--- src/ahrp_pkg.sv ---
// Constants, register map and field positions for the adaptive host register port
package ahrp_pkg;
	// Register select decode
	localparam logic REG_DATA = 1'b0;
	localparam logic REG_CTRL = 1'b1;
	// Control primary fields
	localparam int CP_TONE_EN = 0;
	localparam int CP_MODE = 1;
	localparam int CP_IRQ_EN = 2;
	localparam int CP_REDIRECT = 3;
	// Control secondary fields
	localparam int CS_BURST_N = 0;
	localparam int CS_TEST = 1;
	localparam int CS_SINGLE = 2;
	localparam int CS_COLUMN = 3;
	// Status fields
	localparam int ST_IRQ = 0;
	localparam int ST_TX_EMPTY = 1;
	localparam int ST_RX_FULL = 2;
	localparam int ST_DSTEER = 3;
	// Reset values
	localparam logic [3:0] CTRL_RESET = 4'h0;
	localparam logic [3:0] DIGIT_RESET = 4'h0;
	// Burst timing
	localparam int CLK_HZ = 200_000_000;
	localparam int BURST_MS = 51;
	localparam int BURST_CP_MS = 102;
	localparam int BURST_CYCLES = CLK_HZ / 1000 * BURST_MS;
	localparam int BURST_CP_CYCLES = CLK_HZ / 1000 * BURST_CP_MS;
	// Bus styles
	typedef enum logic [1:0] {
		AHRP_STYLE_STROBE = 2'b00,
		AHRP_STYLE_SPLIT = 2'b01
	} ahrp_style_t;
	// Burst sequencer states, Gray along idle-tone-pause
	typedef enum logic [1:0] {
		AHRP_B_IDLE = 2'b00,
		AHRP_B_TONE = 2'b01,
		AHRP_B_PAUSE = 2'b11
	} ahrp_burst_t;
endpackage : ahrp_pkg

--- src/ahrp_burst_timer.sv ---
// Burst tone and pause sequencer
`timescale 1ns/1ps
module ahrp_burst_timer
	import ahrp_pkg::*;
#(
	parameter int BURST_LEN = BURST_CYCLES,
	parameter int BURST_CP_LEN = BURST_CP_CYCLES
) (
	// Clock and reset
	input wire logic clk,
	input wire logic rst,
	// Control
	input wire logic start,
	input wire logic enable,
	input wire logic long_mode,
	// Results
	output logic tone_on,
	output logic done
);
	ahrp_burst_t state_q;
	logic [25:0] cnt_q;
	logic [25:0] len;

	assign len = long_mode ? 26'(BURST_CP_LEN - 1) : 26'(BURST_LEN - 1);

	always_ff @(posedge clk or posedge rst) begin
		if (rst) begin
			state_q <= AHRP_B_IDLE;
			cnt_q <= 26'h000_0000;
			done <= 1'b0;
		end else begin
			done <= 1'b0;
			case (state_q)
			AHRP_B_IDLE: begin
				cnt_q <= 26'h000_0000;
				if (start && enable) begin
					state_q <= AHRP_B_TONE;
				end
			end
			AHRP_B_TONE: begin
				if (!enable) begin
					state_q <= AHRP_B_IDLE;
				end else if (cnt_q == len) begin
					cnt_q <= 26'h000_0000;
					state_q <= AHRP_B_PAUSE;
				end else begin
					cnt_q <= cnt_q + 26'h000_0001;
				end
			end
			AHRP_B_PAUSE: begin
				if (!enable) begin
					state_q <= AHRP_B_IDLE;
				end else if (cnt_q == len) begin
					state_q <= AHRP_B_IDLE;
					done <= 1'b1;
				end else begin
					cnt_q <= cnt_q + 26'h000_0001;
				end
			end
			default: begin
				state_q <= AHRP_B_IDLE;
			end
			endcase
		end
	end

	assign tone_on = (state_q == AHRP_B_TONE);
endmodule : ahrp_burst_timer

--- src/ahrp_port.sv ---
// Adaptive host register port of the tone transceiver
`timescale 1ns/1ps

// How it works
// - Data strobe low at chip select fall selects strobe plus read/write style.
// - Read strobe high at chip select fall selects split read/write strobes.
// - One internal qualifier gates every register access in both styles.
// - Multiplexed buses latch select at address strobe, else at access.
// - Status flags update from events without host strobe activity.
// - Select 0 writes transmit, reads receive; 1 writes control, reads status.
// - Receive register is read-only, holds latest valid digit code.
// - Transmit register is write-only, its code selects the tone pair.
// - Primary bit 3 sends only the next control write to secondary.
// - Status register is read-only and shows present transceiver state.
// - Primary bit 0 enables tone output, gating all transmit tones.
// - Primary bit 1 high selects call progress, low dual-tone mode.
// - Call progress with interrupts enabled puts tone square wave on pin.
// - Call progress mode detects and reports no digits.
// - Interrupt enable pulls pin low on valid digit or burst ready.
// - Interrupt pin is open drain: pulls low or releases.
// - Primary bits: redirect, interrupt enable, mode select, tone enable.
// - Secondary bits: column/row, single/dual, test, burst enable low.
// - Status read clears irq, empty, full; steering follows tone presence.
// - Burst mode gives equal 51 ms burst and pause, 102 ms in progress mode.
// - Single tone selected by bit 2, bit 3 picks column or row.
// - Test bit in dual-tone mode mirrors delayed steering on the pin.
module ahrp_port
	import ahrp_pkg::*;
#(
	parameter int BURST_LEN = BURST_CYCLES,
	parameter int BURST_CP_LEN = BURST_CP_CYCLES
) (
	// Clock and reset
	input wire logic clk,
	input wire logic rst,
	// Host bus pins
	input wire logic chip_select_n,
	input wire logic data_strobe_in,
	input wire logic rw_or_write_n,
	input wire logic addr_strobe,
	input wire logic register_select,
	input wire logic [3:0] data_in,
	output logic [3:0] data_out,
	output logic data_oe,
	// Interrupt or call progress pin
	input wire logic irq_or_progress_in,
	output logic irq_or_progress_out,
	output logic irq_or_progress_oe,
	// Receiver side events
	input wire logic rx_digit_valid,
	input wire logic [3:0] rx_digit_code,
	input wire logic rx_tone_present,
	input wire logic cp_tone_level,
	// Transmitter controls
	output logic [3:0] tx_code,
	output logic tx_tone_on,
	output logic tx_single_tone,
	output logic tx_column_tone,
	output logic call_progress_mode
);
	logic split_style;
	logic muxed_bus;
	logic rd_pulse;
	logic wr_pulse;
	logic rs_latched_q;
	logic rs_eff;
	logic redirect_q;
	logic [3:0] control_primary_q;
	logic [3:0] control_secondary_q;
	logic [3:0] receive_digit_q;
	logic [3:0] transmit_digit_q;
	logic irq_q;
	logic tx_empty_q;
	logic rx_full_q;
	logic dsteer_q;
	logic status_read;
	logic burst_mode;
	logic burst_start;
	logic burst_tone;
	logic burst_done;
	logic tone_en;
	logic digit_evt;
	logic pin_low;
	logic ctrl_wr;

	ahrp_style_detect u_detect (
		.clk(clk),
		.rst(rst),
		.chip_select_n(chip_select_n),
		.data_strobe_in(data_strobe_in),
		.rw_or_write_n(rw_or_write_n),
		.addr_strobe(addr_strobe),
		.split_style(split_style),
		.muxed_bus(muxed_bus),
		.rd_pulse(rd_pulse),
		.wr_pulse(wr_pulse)
	);

	// Register select held from address strobe on multiplexed buses
	always_ff @(posedge clk or posedge rst) begin
		if (rst) begin
			rs_latched_q <= 1'b0;
		end else if (addr_strobe) begin
			rs_latched_q <= register_select;
		end
	end
	assign rs_eff = muxed_bus ? rs_latched_q : register_select;

	assign status_read = rd_pulse && rs_eff == REG_CTRL;
	assign tone_en = control_primary_q[CP_TONE_EN];
	assign call_progress_mode = control_primary_q[CP_MODE];
	assign burst_mode = ~control_secondary_q[CS_BURST_N];
	assign digit_evt = rx_digit_valid & ~call_progress_mode;
	assign burst_start = wr_pulse && rs_eff == REG_DATA && burst_mode;

	// Control writes and redirect pointer
	assign ctrl_wr = wr_pulse && rs_eff == REG_CTRL;
	always_ff @(posedge clk or posedge rst) begin
		if (rst) begin
			control_primary_q <= CTRL_RESET;
		end else if (ctrl_wr && !redirect_q) begin
			control_primary_q <= data_in;
		end
	end

	always_ff @(posedge clk or posedge rst) begin
		if (rst) begin
			control_secondary_q <= CTRL_RESET;
		end else if (ctrl_wr && redirect_q) begin
			control_secondary_q <= data_in;
		end
	end

	// Pointer sends exactly one control write to the secondary register
	always_ff @(posedge clk or posedge rst) begin
		if (rst) begin
			redirect_q <= 1'b0;
		end else if (ctrl_wr) begin
			if (redirect_q) begin
				redirect_q <= 1'b0;
			end else begin
				redirect_q <= data_in[CP_REDIRECT];
			end
		end
	end

	// Transmit digit, write only
	always_ff @(posedge clk or posedge rst) begin
		if (rst) begin
			transmit_digit_q <= DIGIT_RESET;
		end else if (wr_pulse && rs_eff == REG_DATA) begin
			transmit_digit_q <= data_in;
		end
	end

	// Receive digit, read only
	always_ff @(posedge clk or posedge rst) begin
		if (rst) begin
			receive_digit_q <= DIGIT_RESET;
		end else if (digit_evt) begin
			receive_digit_q <= rx_digit_code;
		end
	end

	ahrp_burst_timer #(
		.BURST_LEN(BURST_LEN),
		.BURST_CP_LEN(BURST_CP_LEN)
	) u_burst (
		.clk(clk),
		.rst(rst),
		.start(burst_start),
		.enable(burst_mode & tone_en),
		.long_mode(call_progress_mode),
		.tone_on(burst_tone),
		.done(burst_done)
	);

	// Delayed steering is low while a valid tone stands
	always_ff @(posedge clk or posedge rst) begin
		if (rst) begin
			dsteer_q <= 1'b1;
		end else begin
			dsteer_q <= ~(rx_tone_present & ~call_progress_mode);
		end
	end

	// Receive full: a new digit wins over a status read in the same cycle
	always_ff @(posedge clk or posedge rst) begin
		if (rst) begin
			rx_full_q <= 1'b0;
		end else if (digit_evt) begin
			rx_full_q <= 1'b1;
		end else if (status_read) begin
			rx_full_q <= 1'b0;
		end
	end

	// Transmit empty only has meaning in burst mode
	always_ff @(posedge clk or posedge rst) begin
		if (rst) begin
			tx_empty_q <= 1'b0;
		end else if (burst_done) begin
			tx_empty_q <= 1'b1;
		end else if (status_read || !burst_mode) begin
			tx_empty_q <= 1'b0;
		end
	end

	// Interrupt flag collects both events, so no event is lost to a read
	always_ff @(posedge clk or posedge rst) begin
		if (rst) begin
			irq_q <= 1'b0;
		end else if (digit_evt || burst_done) begin
			irq_q <= 1'b1;
		end else if (status_read) begin
			irq_q <= 1'b0;
		end
	end

	// Bus drive holds from the read start until chip select rises
	always_ff @(posedge clk or posedge rst) begin
		if (rst) begin
			data_oe <= 1'b0;
		end else begin
			data_oe <= rd_pulse | (data_oe & ~chip_select_n);
		end
	end

	// Read data is captured once per read and then held
	always_ff @(posedge clk or posedge rst) begin
		if (rst) begin
			data_out <= 4'h0;
		end else if (rd_pulse) begin
			if (rs_eff == REG_DATA) begin
				data_out <= receive_digit_q;
			end else begin
				data_out <= {dsteer_q, rx_full_q, tx_empty_q, irq_q};
			end
		end
	end

	// Interrupt or call progress pin drive
	always_comb begin
		pin_low = 1'b0;
		if (call_progress_mode) begin
			pin_low = control_primary_q[CP_IRQ_EN] & ~cp_tone_level;
		end else if (control_secondary_q[CS_TEST]) begin
			pin_low = ~dsteer_q;
		end else if (control_primary_q[CP_IRQ_EN]) begin
			pin_low = irq_q;
		end
	end

	// The pin is only ever pulled low; the pull-up gives the high level
	always_ff @(posedge clk or posedge rst) begin
		if (rst) begin
			irq_or_progress_out <= 1'b0;
		end else begin
			irq_or_progress_out <= 1'b0;
		end
	end

	always_ff @(posedge clk or posedge rst) begin
		if (rst) begin
			irq_or_progress_oe <= 1'b0;
		end else begin
			irq_or_progress_oe <= pin_low;
		end
	end

	// Transmit code follows the written digit
	always_ff @(posedge clk or posedge rst) begin
		if (rst) begin
			tx_code <= DIGIT_RESET;
		end else begin
			tx_code <= transmit_digit_q;
		end
	end

	// Tone gate: enable bit always, burst timer only in burst mode
	always_ff @(posedge clk or posedge rst) begin
		if (rst) begin
			tx_tone_on <= 1'b0;
		end else begin
			tx_tone_on <= tone_en & (burst_mode ? burst_tone : 1'b1);
		end
	end

	// Single tone and its group come straight from the secondary register
	always_ff @(posedge clk or posedge rst) begin
		if (rst) begin
			tx_single_tone <= 1'b0;
		end else begin
			tx_single_tone <= control_secondary_q[CS_SINGLE];
		end
	end

	always_ff @(posedge clk or posedge rst) begin
		if (rst) begin
			tx_column_tone <= 1'b0;
		end else begin
			tx_column_tone <= control_secondary_q[CS_COLUMN];
		end
	end
endmodule : ahrp_port

--- src/ahrp_style_detect.sv ---
// Bus style detection and internal access qualifier
`timescale 1ns/1ps
module ahrp_style_detect
	import ahrp_pkg::*;
(
	// Clock and reset
	input wire logic clk,
	input wire logic rst,
	// Host pins
	input wire logic chip_select_n,
	input wire logic data_strobe_in,
	input wire logic rw_or_write_n,
	input wire logic addr_strobe,
	// Decoded access
	output logic split_style,
	output logic muxed_bus,
	output logic rd_pulse,
	output logic wr_pulse
);
	logic cs_prev_q;
	logic ds_prev_q;
	logic wr_prev_q;
	logic cs_fall;
	ahrp_style_t style_q;
	logic muxed_q;
	logic rd_act;
	logic wr_act;

	assign cs_fall = cs_prev_q & ~chip_select_n;

	always_ff @(posedge clk or posedge rst) begin
		if (rst) begin
			cs_prev_q <= 1'b1;
			ds_prev_q <= 1'b0;
			wr_prev_q <= 1'b0;
		end else begin
			cs_prev_q <= chip_select_n;
			ds_prev_q <= rd_act;
			wr_prev_q <= wr_act;
		end
	end

	// Style captured at every chip select fall
	always_ff @(posedge clk or posedge rst) begin
		if (rst) begin
			style_q <= AHRP_STYLE_STROBE;
			muxed_q <= 1'b0;
		end else if (cs_fall) begin
			if (!data_strobe_in) begin
				style_q <= AHRP_STYLE_STROBE;
			end else begin
				style_q <= AHRP_STYLE_SPLIT;
			end
			muxed_q <= addr_strobe;
		end
	end

	// Equivalent internal qualifier for either style
	always_comb begin
		rd_act = 1'b0;
		wr_act = 1'b0;
		// Nothing counts in the fall cycle, before the style is known
		if (!chip_select_n && !cs_prev_q) begin
			if (style_q == AHRP_STYLE_SPLIT) begin
				rd_act = ~data_strobe_in;
				wr_act = ~rw_or_write_n;
			end else begin
				rd_act = data_strobe_in & rw_or_write_n;
				wr_act = data_strobe_in & ~rw_or_write_n;
			end
		end
	end

	assign split_style = (style_q == AHRP_STYLE_SPLIT);
	assign muxed_bus = muxed_q;
	assign rd_pulse = rd_act & ~ds_prev_q;
	// Write commits at strobe end, when data is stable
	assign wr_pulse = wr_prev_q & ~wr_act;
endmodule : ahrp_style_detect

--- config.mk ---
export PLATFORM = sky130hd
export DESIGN_NAME = ahrp_port
export DESIGN_NICKNAME = d
export VERILOG_FILES = /design/src/ahrp_pkg.sv /design/src/ahrp_burst_timer.sv /design/src/ahrp_port.sv /design/src/ahrp_style_detect.sv
export SDC_FILE = /design/constraint.sdc
export NUM_CORES = 1
export LEC_CHECK = 0
export BUFFER_PORTS_ARGS = -buffer_cell sky130_fd_sc_hd__clkbuf_2
export CAP_MARGIN = 5
export CORE_ASPECT_RATIO = 1.1
export CORE_MARGIN = 2
export CORE_UTILIZATION = 30
export CTS_CLUSTER_DIAMETER = 40
export DETAILED_ROUTE_END_ITERATION = 12
export GPL_TIMING_DRIVEN = 1
export MAX_ROUTING_LAYER = met4
export PLACE_DENSITY = 0.56
export SETUP_SLACK_MARGIN = 0.2
export SYNTH_ARGS = -nofsm -noshare
export SYNTH_HDL_FRONTEND = slang
export SYNTH_SLANG_ARGS = --single-unit
--- constraint.sdc ---
create_clock -name clk -period 3.25 [get_ports clk]
set_input_delay 0 -clock clk [delete_from_list [all_inputs] [get_ports clk]]
set_output_delay 0 -clock clk [all_outputs]
set_load 0.01 [all_outputs]
==> results of run 1 <==
## layout make-up
class,instances,area [sq um]
multi-input combinational,221,1530
timing repair buffer,48,320
sequential,68,1700
fill,1089,6750
clock buffer,10,229
tap,147,184
clock inverter,6,113
inverter,9,33.8
## metal layers
layer | track usage | vias up
met3 | 0.0313 | 10
met5 | - | -
met1 | 0.163 | 1269
met2 | 0.224 | 45
met4 | 0.0459 | 0
li1 | - | 1230
## cells in the final DEF (no fill, tap or decap), drive strengths merged, types with 6 or more instances in the layout
master       count
a21oi           18
and4             7
clkbuf          41
dfrtp           66
dlygate4sd3     15
inv              9
mux2            16
mux2i           12
nand2           44
nand2b           7
nand3           15
nand4            8
nor2            14
nor3             6
o21ai           13
## cells by family (layout without fill, tap and decap cells)
| logic type | after synthesis | after routing | share of synthesized area |
|---|---|---|---|
| buffers and inverters | 19 | 73 | 0.0293 |
| DFF | 68 | 68 | 0.512 |
| and+or+nand+nor | 126 | 126 | 0.219 |
| muxes | 28 | 28 | 0.0913 |
| AOI/OAI and AO/OA | 63 | 63 | 0.138 |
| adders and majority gates | 1 | 1 | 0.00376 |
| xor gates and xnor gates | 2 | 2 | 0.00526 |
| other | 1 | 1 | 0.00113 |
## flip-flops by register name, summed over array words and instances (netlist names), 2 cells and up
| name | count |
|---|---|
| control_primary_q | 3 |
| control_secondary_q | 4 |
| data_out | 4 |
| receive_digit_q | 4 |
| transmit_digit_q | 4 |
| tx_code | 4 |
| u_burst.cnt_q | 26 |
| u_burst.state_q | 2 |
## critical path, delay by kind of cell, from the launching register on
family,cells,cell delay [ns]
compound gates,4,0.91
buf+inv,1,0.22
flops,1,0.55
mux,1,0.12
simple gates,1,0.48
## what timing repair did
action	in CTS	in global routing
setup buffers	0	0
hold buffers	15	0
endpoints found under the hold margin	71	0
## worst paths after layout
| path | startpoint | end | slack (ns) | cells after the start |
|---|---|---|---|---|
| max in group asynchronous | rst | u_burst.cnt_q[8] | 1.93 | 4 |
| worst min register to register | control_secondary_q[3] | tx_column_tone | 0.37 | 0 |
| min in group asynchronous | rst | u_burst.cnt_q[5] | 0.46 | 3 |
| worst max register to register | control_primary_q[1] | u_burst.cnt_q[2] | 0.88 | 7 |
| worst max-delay path | control_primary_q[1] | u_burst.cnt_q[2] | 0.88 | 7 |
| worst min-delay path | rw_or_write_n | u_detect.wr_prev_q | 0.06 | 4 |
## where the power goes
part	switching, mW	internal, mW
clock network	0.359	0.750
registers	0.108	0.991
logic	0.201	0.183
total	0.668	1.92
==> flow_summary.json, run 1 <==
{
  "arrival_ns": 2.62,
  "cts_tree": "done",
  "synthFlopType": "dfrtp_1",
  "portBuffers": 31,
  "wl_per_cell_microns": 14.4,
  "htreeDepth": 3,
  "diodes": 0,
  "final_cell_area_sq_mm": 0.00411,
  "synth_seq_cells": 68,
  "worstPathRequired_ns": 3.51,
  "post-route-min-period_ns": 2.37,
  "clk_path_buf_depth": 2,
  "final-setup-viol-count": 0,
  "end_kind": "flop",
  "synth_area_sq_mm": 0.00333,
  "drv_slew": 0,
  "finish.net_count": 377,
  "track_usage": 0.135,
  "synth_top_area_cell": "dfrtp_1",
  "highest_layer": "met4",
  "final_util": 0.379,
  "fin_crit_sh": 0.728,
  "p_leak_nw": 1.76,
  "ant_nets": 0,
  "slew_headroom": 0.313,
  "crit_fanout": 14,
  "hp-class": "in2reg",
  "wl_met1_microns": 3410,
  "ys_warn_count": 0,
  "dr.first_iter.drc_count": 130,
  "syn_inst": 308,
  "clk_pin_slew_ns": 0.06,
  "hpwl_microns": 5110,
  "initial_utilization": 0.307,
  "cts-root-buf": "clkbuf_16",
  "drive_gt1_frac": 0.249,
  "vias": 2554,
  "startpoint_type": "flop",
  "fin_cells": 509,
  "clkLatencyLatePin_ns": 0.33,
  "grt_pass1_wl_microns": 12400,
  "grt_pass1_vias": 2506,
  "globalplace.congestion": 0.816,
  "status": "completed",
  "grt_overflow": 0,
  "route.met2.wl_microns": 3580,
  "area_growth_syn_to_layout_pct": 23.5,
  "placed_area_sq_mm": 0.00362,
  "critPathMaxStageDelay_ns": 0.55,
  "synth_area_leaders": "dfrtp_1 (50%), mux2_2 (5.4%), nand2_1 (4.8%), mux2i_1 (3.3%), nand3_1 (2.3%)",
  "dp.cells": 478,
  "via_per_inst": 5.02,
  "ios": 34,
  "synth_area_per_cell_sq_um": 10.8,
  "die-height_microns": 114,
  "skew_ns": 0.00555,
  "clock.fmax_ghz": 0.422,
  "worst_slack_ns": 0.883,
  "totalWireLength_microns": 7320,
  "drc_errors": 0,
  "synth_edf_count": 0,
  "timing.hold.ws_ns": 0.0578,
  "power_density_mw_per_mm2": 630,
  "hold_violations": 0,
  "synthTopCellsByCount": "dfrtp_1 (66), nand2_1 (43), mux2_2 (16), nand3_1 (15)",
  "cts.sinks": 68,
  "row_count": 40,
  "antenna_found_initial": 0,
  "crit_chain": "or3b_1 -> o22ai_2 -> o211ai_4 -> a21oi_2 -> buf_4 -> a21oi_1 -> mux2i_1",
  "drv_cap": 0,
  "rsz0062_at_grt": "no",
  "cts_buffers": 9,
  "synth_most_common_cell": "dfrtp_1",
  "place_ws_ns": 0.873,
  "critPathKind": "reg2reg",
  "syn-num-nets": 328,
  "drt_pass1_iterations": 4,
  "dieArea_sq_mm": 0.0120,
  "core_sq_mm": 0.0109,
  "ys_seq_area_frac": 0.512,
  "yosysTopAreaCellShare": 0.496,
  "slowest_stage": "dfrtp_1",
  "vdd_ir_drop_max_v": 0.000226,
  "die_x_microns": 104,
  "grt_max_degree": 52,
  "synthDistinctLibCells": 64,
  "route.met3.wl_microns": 210,
  "async_flop_share": 1.00,
  "tightest_slew_ns": 1.03,
  "cts_resized": 0,
  "power_mw": 2.59,
  "finalSetupTns_ns": 0
}
No activity file was read; power rests on OpenSTA's default activity.
==> inputs of run 2 (changes only) <==
==> constraint.sdc (replaced) <==
create_clock -name clk -period 2.3 [get_ports clk]
set_input_delay 0 -clock clk [delete_from_list [all_inputs] [get_ports clk]]
set_output_delay 0 -clock clk [all_outputs]
set_load 0.01 [all_outputs]
==> run 2 against run 1 <==
Against the previous run: cell count is 6.3% higher; non-clock buffer count rose by 31; flip-flop and latch count stayed put; critical path depth increased by 2; power rose by 33%; first-iteration DRC count is 11% higher; register-to-register slack worse by 0.61 ns; core utilization rose by 2.6 points; clock-buffer cell count unchanged; design area increased by 6.9%; combinational power grew 65%.
==> flow_summary.json, run 2 (same netlist as run 1, synthesis figures left out) <==
{
  "clock.fmax_ghz": 0.494,
  "final_common_cell": "dfrtp_1",
  "grt_pass1_wl_microns": 13200,
  "finalSetupTns_ns": 0,
  "arrival_ns": 2.22,
  "p_seq_frac": 0.438,
  "clk_path_buf_depth": 2,
  "whs_path_depth": 4,
  "grt_max_degree": 29,
  "row_count": 40,
  "htreeDepth": 3,
  "largest_register_ffs": 26,
  "clk_pin_slew_ns": 0.06,
  "cts_buffers": 9,
  "grt_pass1_vias": 2720,
  "critPathMaxStageDelay_ns": 0.42,
  "tightest_slew_ns": 0.676,
  "finish.net_count": 409,
  "final_cell_area_sq_mm": 0.00439,
  "ios": 34,
  "via_per_inst": 4.93,
  "critPathKind": "reg2reg",
  "placed_area_sq_mm": 0.00374,
  "final-setup-viol-count": 0,
  "crit_chain": "ha_4 -> and4_1 -> and4_4 -> o211ai_4 -> buf_6 -> buf_4 -> a21boi_0 -> o211ai_1 -> nand3_1",
  "hp-class": "in2reg",
  "globalplace.congestion": 0.811,
  "p_leak_nw": 1.89,
  "pwr-share-clk": 0.378,
  "crit_fanout": 5,
  "vias": 2668,
  "post-route-min-period_ns": 2.02,
  "drv_cap": 0,
  "dr.first_iter.drc_count": 144,
  "vdd_ir_drop_max_v": 0.000292,
  "status": "completed",
  "drive_gt1_frac": 0.345,
  "core_sq_mm": 0.0109,
  "hold_violations": 0,
  "startpoint_type": "flop",
  "hpwl_microns": 5440,
  "track_usage": 0.143,
  "ant_nets": 0,
  "cts.sinks": 68,
  "power_frac_comb": 0.184,
  "area_growth_syn_to_layout_pct": 32.0,
  "regMostFlops": "u_burst.cnt_q",
  "wl_per_cell_microns": 14.7,
  "drc_errors": 0,
  "skew_ns": 0.00728,
  "dieArea_sq_mm": 0.0120,
  "diodes": 0,
  "slowest_stage": "dfrtp_1",
  "die-height_microns": 114,
  "layout_common_cells": "dfrtp_1 (60), nand2_1 (43), clkbuf_2 (31), buf_4 (31), mux2_2 (16)",
  "antenna_found_initial": 0,
  "end_kind": "flop",
  "grt_overflow": 0,
  "initial_utilization": 0.307,
  "power_mw": 3.44,
  "rsz0062_at_grt": "yes",
  "rr_worst_depth": 9,
  "slew_headroom": 0.541,
  "p_int_mw": 2.46,
  "swShare": 0.286,
  "totalWireLength_microns": 7960,
  "clkLatencyLatePin_ns": 0.33,
  "cts-root-buf": "clkbuf_16",
  "drt_pass1_iterations": 4,
  "fin_crit_sh": 0.880,
  "power_density_mw_per_mm2": 783,
  "fillCellCount": 1059,
  "die_x_microns": 104,
  "worstPathRequired_ns": 2.50,
  "portBuffers": 31,
  "drv_slew": 0,
  "cts_tree": "done",
  "power_switching_uw": 983
}
run 2: cell types whose count changed in the layout (fill, tap and decap cells not counted), moves of 3 or more:
cell	previous run	this run
buf_4	2	31
dfrtp_1	66	60
dfrtp_2	0	6
clkinvlp_4	0	4
bufinv_16	3	0
run 2: layout make-up:
| type | count | area (sq um) | area share |
|---|---|---|---|
| sequential | 68 | 1710 | 0.390 |
| multi-input combinational | 222 | 1610 | 0.366 |
| timing repair buffer | 79 | 569 | 0.130 |
| clock buffer | 10 | 239 | 0.0544 |
| tap | 147 | 184 | 0.0419 |
| clock inverter | 6 | 47.5 | 0.0108 |
| inverter | 9 | 33.8 | 0.00769 |
run 2: stage by stage:
step | setup WS, ns | hold slack (ns) | cells | util
floorplan | 0.318 | 0.00448 | 308 | -
global placement | 0.137 | 0.0337 | 492 | 0.344
detailed placement | 0.125 | 0.0372 | 492 | 0.344
CTS | 0.204 | 0.0630 | 532 | 0.392
global route | 0.158 | 0.111 | 541 | 0.405
finish | 0.276 | 0.0613 | 541 | 0.405
run 2: routing by layer:
layer  track usage  up-vias  part of all wire
li1              -     1289                 -
met1         0.168     1312              0.46
met2         0.240       56              0.49
met3        0.0393       11             0.043
met4        0.0423        0             0.012
met5             -        -                 0
run 2: final timing paths:
path,startpoint,to,slack [ns]
setup / recovery,u_burst.cnt_q[1],u_burst.cnt_q[9],0.28
hold / removal,rw_or_write_n,u_detect.wr_prev_q,0.06
setup reg to reg,u_burst.cnt_q[1],u_burst.cnt_q[9],0.28
hold reg to reg,control_secondary_q[2],tx_single_tone,0.37
max in group asynchronous,rst,u_burst.cnt_q[23],1.32
min in group asynchronous,rst,receive_digit_q[1],0.22
run 2: critical path, delay by kind of cell (launching register included):
kind | cells | cell delay (ns)
and+or+nand+nor | 3 | 0.59
buffers and inverters | 2 | 0.30
DFF | 1 | 0.42
AOI/OAI and AO/OA | 3 | 0.41
adders and majority gates | 1 | 0.17
run 2: power by group through the flow:
stage	Combinational, mW	Clock (mW)	Sequential, mW
finish	0.632	1.30	1.51
detailed placement	0.601	0	1.53
floorplan	0.351	0	1.55
CTS	0.637	1.34	1.51
global placement	0.594	0	1.53
global route	0.703	1.41	1.54
run 2: repair_timing:
action | in CTS | in global routing
hold buffers | 15 | 0
resized for setup | 4 | 17
cloned | 1 | 0
buffers inserted | 8 | 9
setup endpoints to repair | 11 | 20
endpoints found under the hold margin | 42 | 0
pin swaps | 1 | 4
==> inputs of run 3 (changes only) <==
--- a/config.mk
+++ b/config.mk
@@ -14,7 +14,7 @@
 export DETAILED_ROUTE_END_ITERATION = 12
 export GPL_TIMING_DRIVEN = 1
 export MAX_ROUTING_LAYER = met4
-export PLACE_DENSITY = 0.56
+export RECOVER_POWER = 25
 export SETUP_SLACK_MARGIN = 0.2
 export SYNTH_ARGS = -nofsm -noshare
 export SYNTH_HDL_FRONTEND = slang
==> run 3 against run 2 <==
Against the previous run: clock skew barely moved; cell count shrank 2.8%; first-iteration DRC count rose by 20%; hold slack gained 0.0032 ns; critical path depth decreased by 1; sequential power about the same; register-to-register slack better by 0.04 ns; die area unchanged; clock-buffer cell count stayed put; largest power group unchanged.
==> flow_summary.json, run 3 (same netlist as run 1, synthesis figures left out) <==
{
  "status": "completed",
  "cts-root-buf": "clkbuf_16",
  "cts_buffers": 9,
  "finish.net_count": 394,
  "critPathMaxStageDelay_ns": 0.39,
  "post-route-min-period_ns": 1.98,
  "skew_ns": 0.00755,
  "crit_chain": "ha_2 -> and4_4 -> and4_4 -> o211ai_4 -> buf_4 -> a21boi_0 -> o211ai_1 -> nand3_1",
  "row_count": 40,
  "core_sq_mm": 0.0109,
  "multi_input_area_sq_mm": 0.00157,
  "htreeDepth": 3,
  "vias": 2613,
  "end_kind": "flop",
  "busiest_layer": "met2",
  "clock.fmax_ghz": 0.505,
  "clk_pin_slew_ns": 0.06,
  "grt_max_degree": 69,
  "use_met1": 0.169,
  "drt_pass1_iterations": 4,
  "ant_nets": 0,
  "min_from": "rw_or_write_n",
  "hpwl_microns": 5200,
  "grt_pass1_wl_microns": 13000,
  "clk_path_buf_depth": 2,
  "initial_utilization": 0.307,
  "grtUsageMet3": 0.0285,
  "power_density_mw_per_mm2": 803,
  "crit_fanout": 5,
  "via_per_inst": 4.97,
  "tightest_slew_ns": 0.652,
  "layout_common_cells": "dfrtp_1 (64), nand2_1 (43), clkbuf_2 (30), buf_4 (17)",
  "finalSetupTns_ns": 0,
  "track_usage": 0.142,
  "antenna_found_initial": 0,
  "startpoint_type": "flop",
  "worstPathRequired_ns": 2.50,
  "ff_latch_area_sq_mm": 0.00171,
  "fillCellCount": 1061,
  "cts_tree": "done",
  "use_met2": 0.235,
  "drc_errors": 0,
  "rsz0062_at_grt": "yes",
  "place_ws_ns": 0.0768,
  "drv_cap": 0,
  "hold_violations": 0,
  "drv_slew": 0,
  "r2r_start": "u_burst.cnt_q[1]",
  "dieArea_sq_mm": 0.0120,
  "portBuffers": 31,
  "final-setup-viol-count": 0,
  "totalWireLength_microns": 7530,
  "wl_per_cell_microns": 14.3,
  "clkLatencyLatePin_ns": 0.33,
  "grt_overflow": 0,
  "crit_top_cell": "and4_4",
  "area_growth_syn_to_layout_pct": 27.3,
  "slowest_stage": "dfrtp_1",
  "grt_pass1_vias": 2652,
  "critPathKind": "reg2reg",
  "vdd_ir_drop_max_v": 0.000319,
  "die_x_microns": 104,
  "regMostFlops": "u_burst.cnt_q",
  "fin_crit_sh": 0.861,
  "reg2reg_slack_ns": 0.32,
  "die-height_microns": 114,
  "cts.sinks": 68,
  "largest_register_ffs": 26,
  "hp-class": "in2reg",
  "diodes": 0,
  "ios": 34,
  "final_common_cell": "dfrtp_1",
  "drive_gt1_frac": 0.298,
  "globalplace.congestion": 0.806,
  "arrival_ns": 2.18,
  "slew_headroom": 0.556,
  "p_leak_nw": 1.81,
  "crit_path_start": "u_burst.cnt_q[1]",
  "dr.first_iter.drc_count": 173,
  "worst_slack_ns": 0.319
}
run 3: cell types whose count changed in the layout (fill, tap and decap cells not counted), moves of 2 or more:
cell / delta
dfrtp_1: +4
clkinvlp_4: -3
clkinv_2: +3
clkinv_4: +2
buf_4: -14
o311ai_1: -2
inv_6: -2
dfrtp_2: -4
o311ai_2: +2
run 3: path summary, 6_finish.rpt:
check / endpoint / cells past startpoint
max: u_burst.cnt_q[9] / 8
max in group asynchronous: u_detect.cs_prev_q / 4
min reg2reg: tx_column_tone / 0
min in group asynchronous: u_burst.done / 4
min: u_detect.wr_prev_q / 4
max reg2reg: u_burst.cnt_q[9] / 8
run 3: layout make-up:
class,instances,share of cell area
Multi-Input combinational cell,221,0.371
Timing Repair Buffer,65,0.109
Sequential cell,68,0.403
Clock buffer,10,0.0564
Clock inverter,6,0.00945
Inverter,9,0.00797
Tap cell,147,0.0434
run 3: per-stage QoR:
stage	hold WS (ns)	std cells	instance area, sq um	power [mW]	utilization
after CTS	0.0461	526	4200	3.44	0.387
after global routing	0.111	526	4240	3.59	0.390
final	0.0645	526	4240	3.40	0.390
after global placement	0.0935	488	3710	2.11	0.341
after detailed placement	0.0988	488	3710	2.12	0.341
after floorplan	0.00448	308	3330	1.90	-
run 3: power by group:
group | switching [mW] | leakage [nW] | internal (mW)
sequential | 0.107 | 0.877 | 1.40
clock | 0.516 | 0.138 | 0.755
combinational | 0.332 | 0.793 | 0.290
total | 0.956 | 1.81 | 2.45
run 3: critical path: cells and delay by family, from the launching register on:
family | cells | cell delay, ns
AO/OA/AOI/OAI | 3 | 0.42
flip-flops | 1 | 0.39
AND/OR/NAND/NOR | 3 | 0.62
buffers and inverters | 1 | 0.19
adder cells (fa/ha/maj) | 1 | 0.22
run 3: layer usage:
metal	routed length, microns	part of all wire	vias up
met1	3480	0.46	1288
met4	131	0.017	0
met3	251	0.033	12
met2	3670	0.49	51
li1	-	-	1262
met5	0	0	-
run 3: what timing repair did:
| item | 4_1_cts | 5_1_grt |
|---|---|---|
| setup buffers | 6 | 0 |
| resized for setup | 4 | 8 |
| pin swaps | 0 | 1 |
| hold endpoints to repair | 89 | 0 |
| setup endpoints to repair | 11 | 16 |
| hold buffers | 16 | 0 |
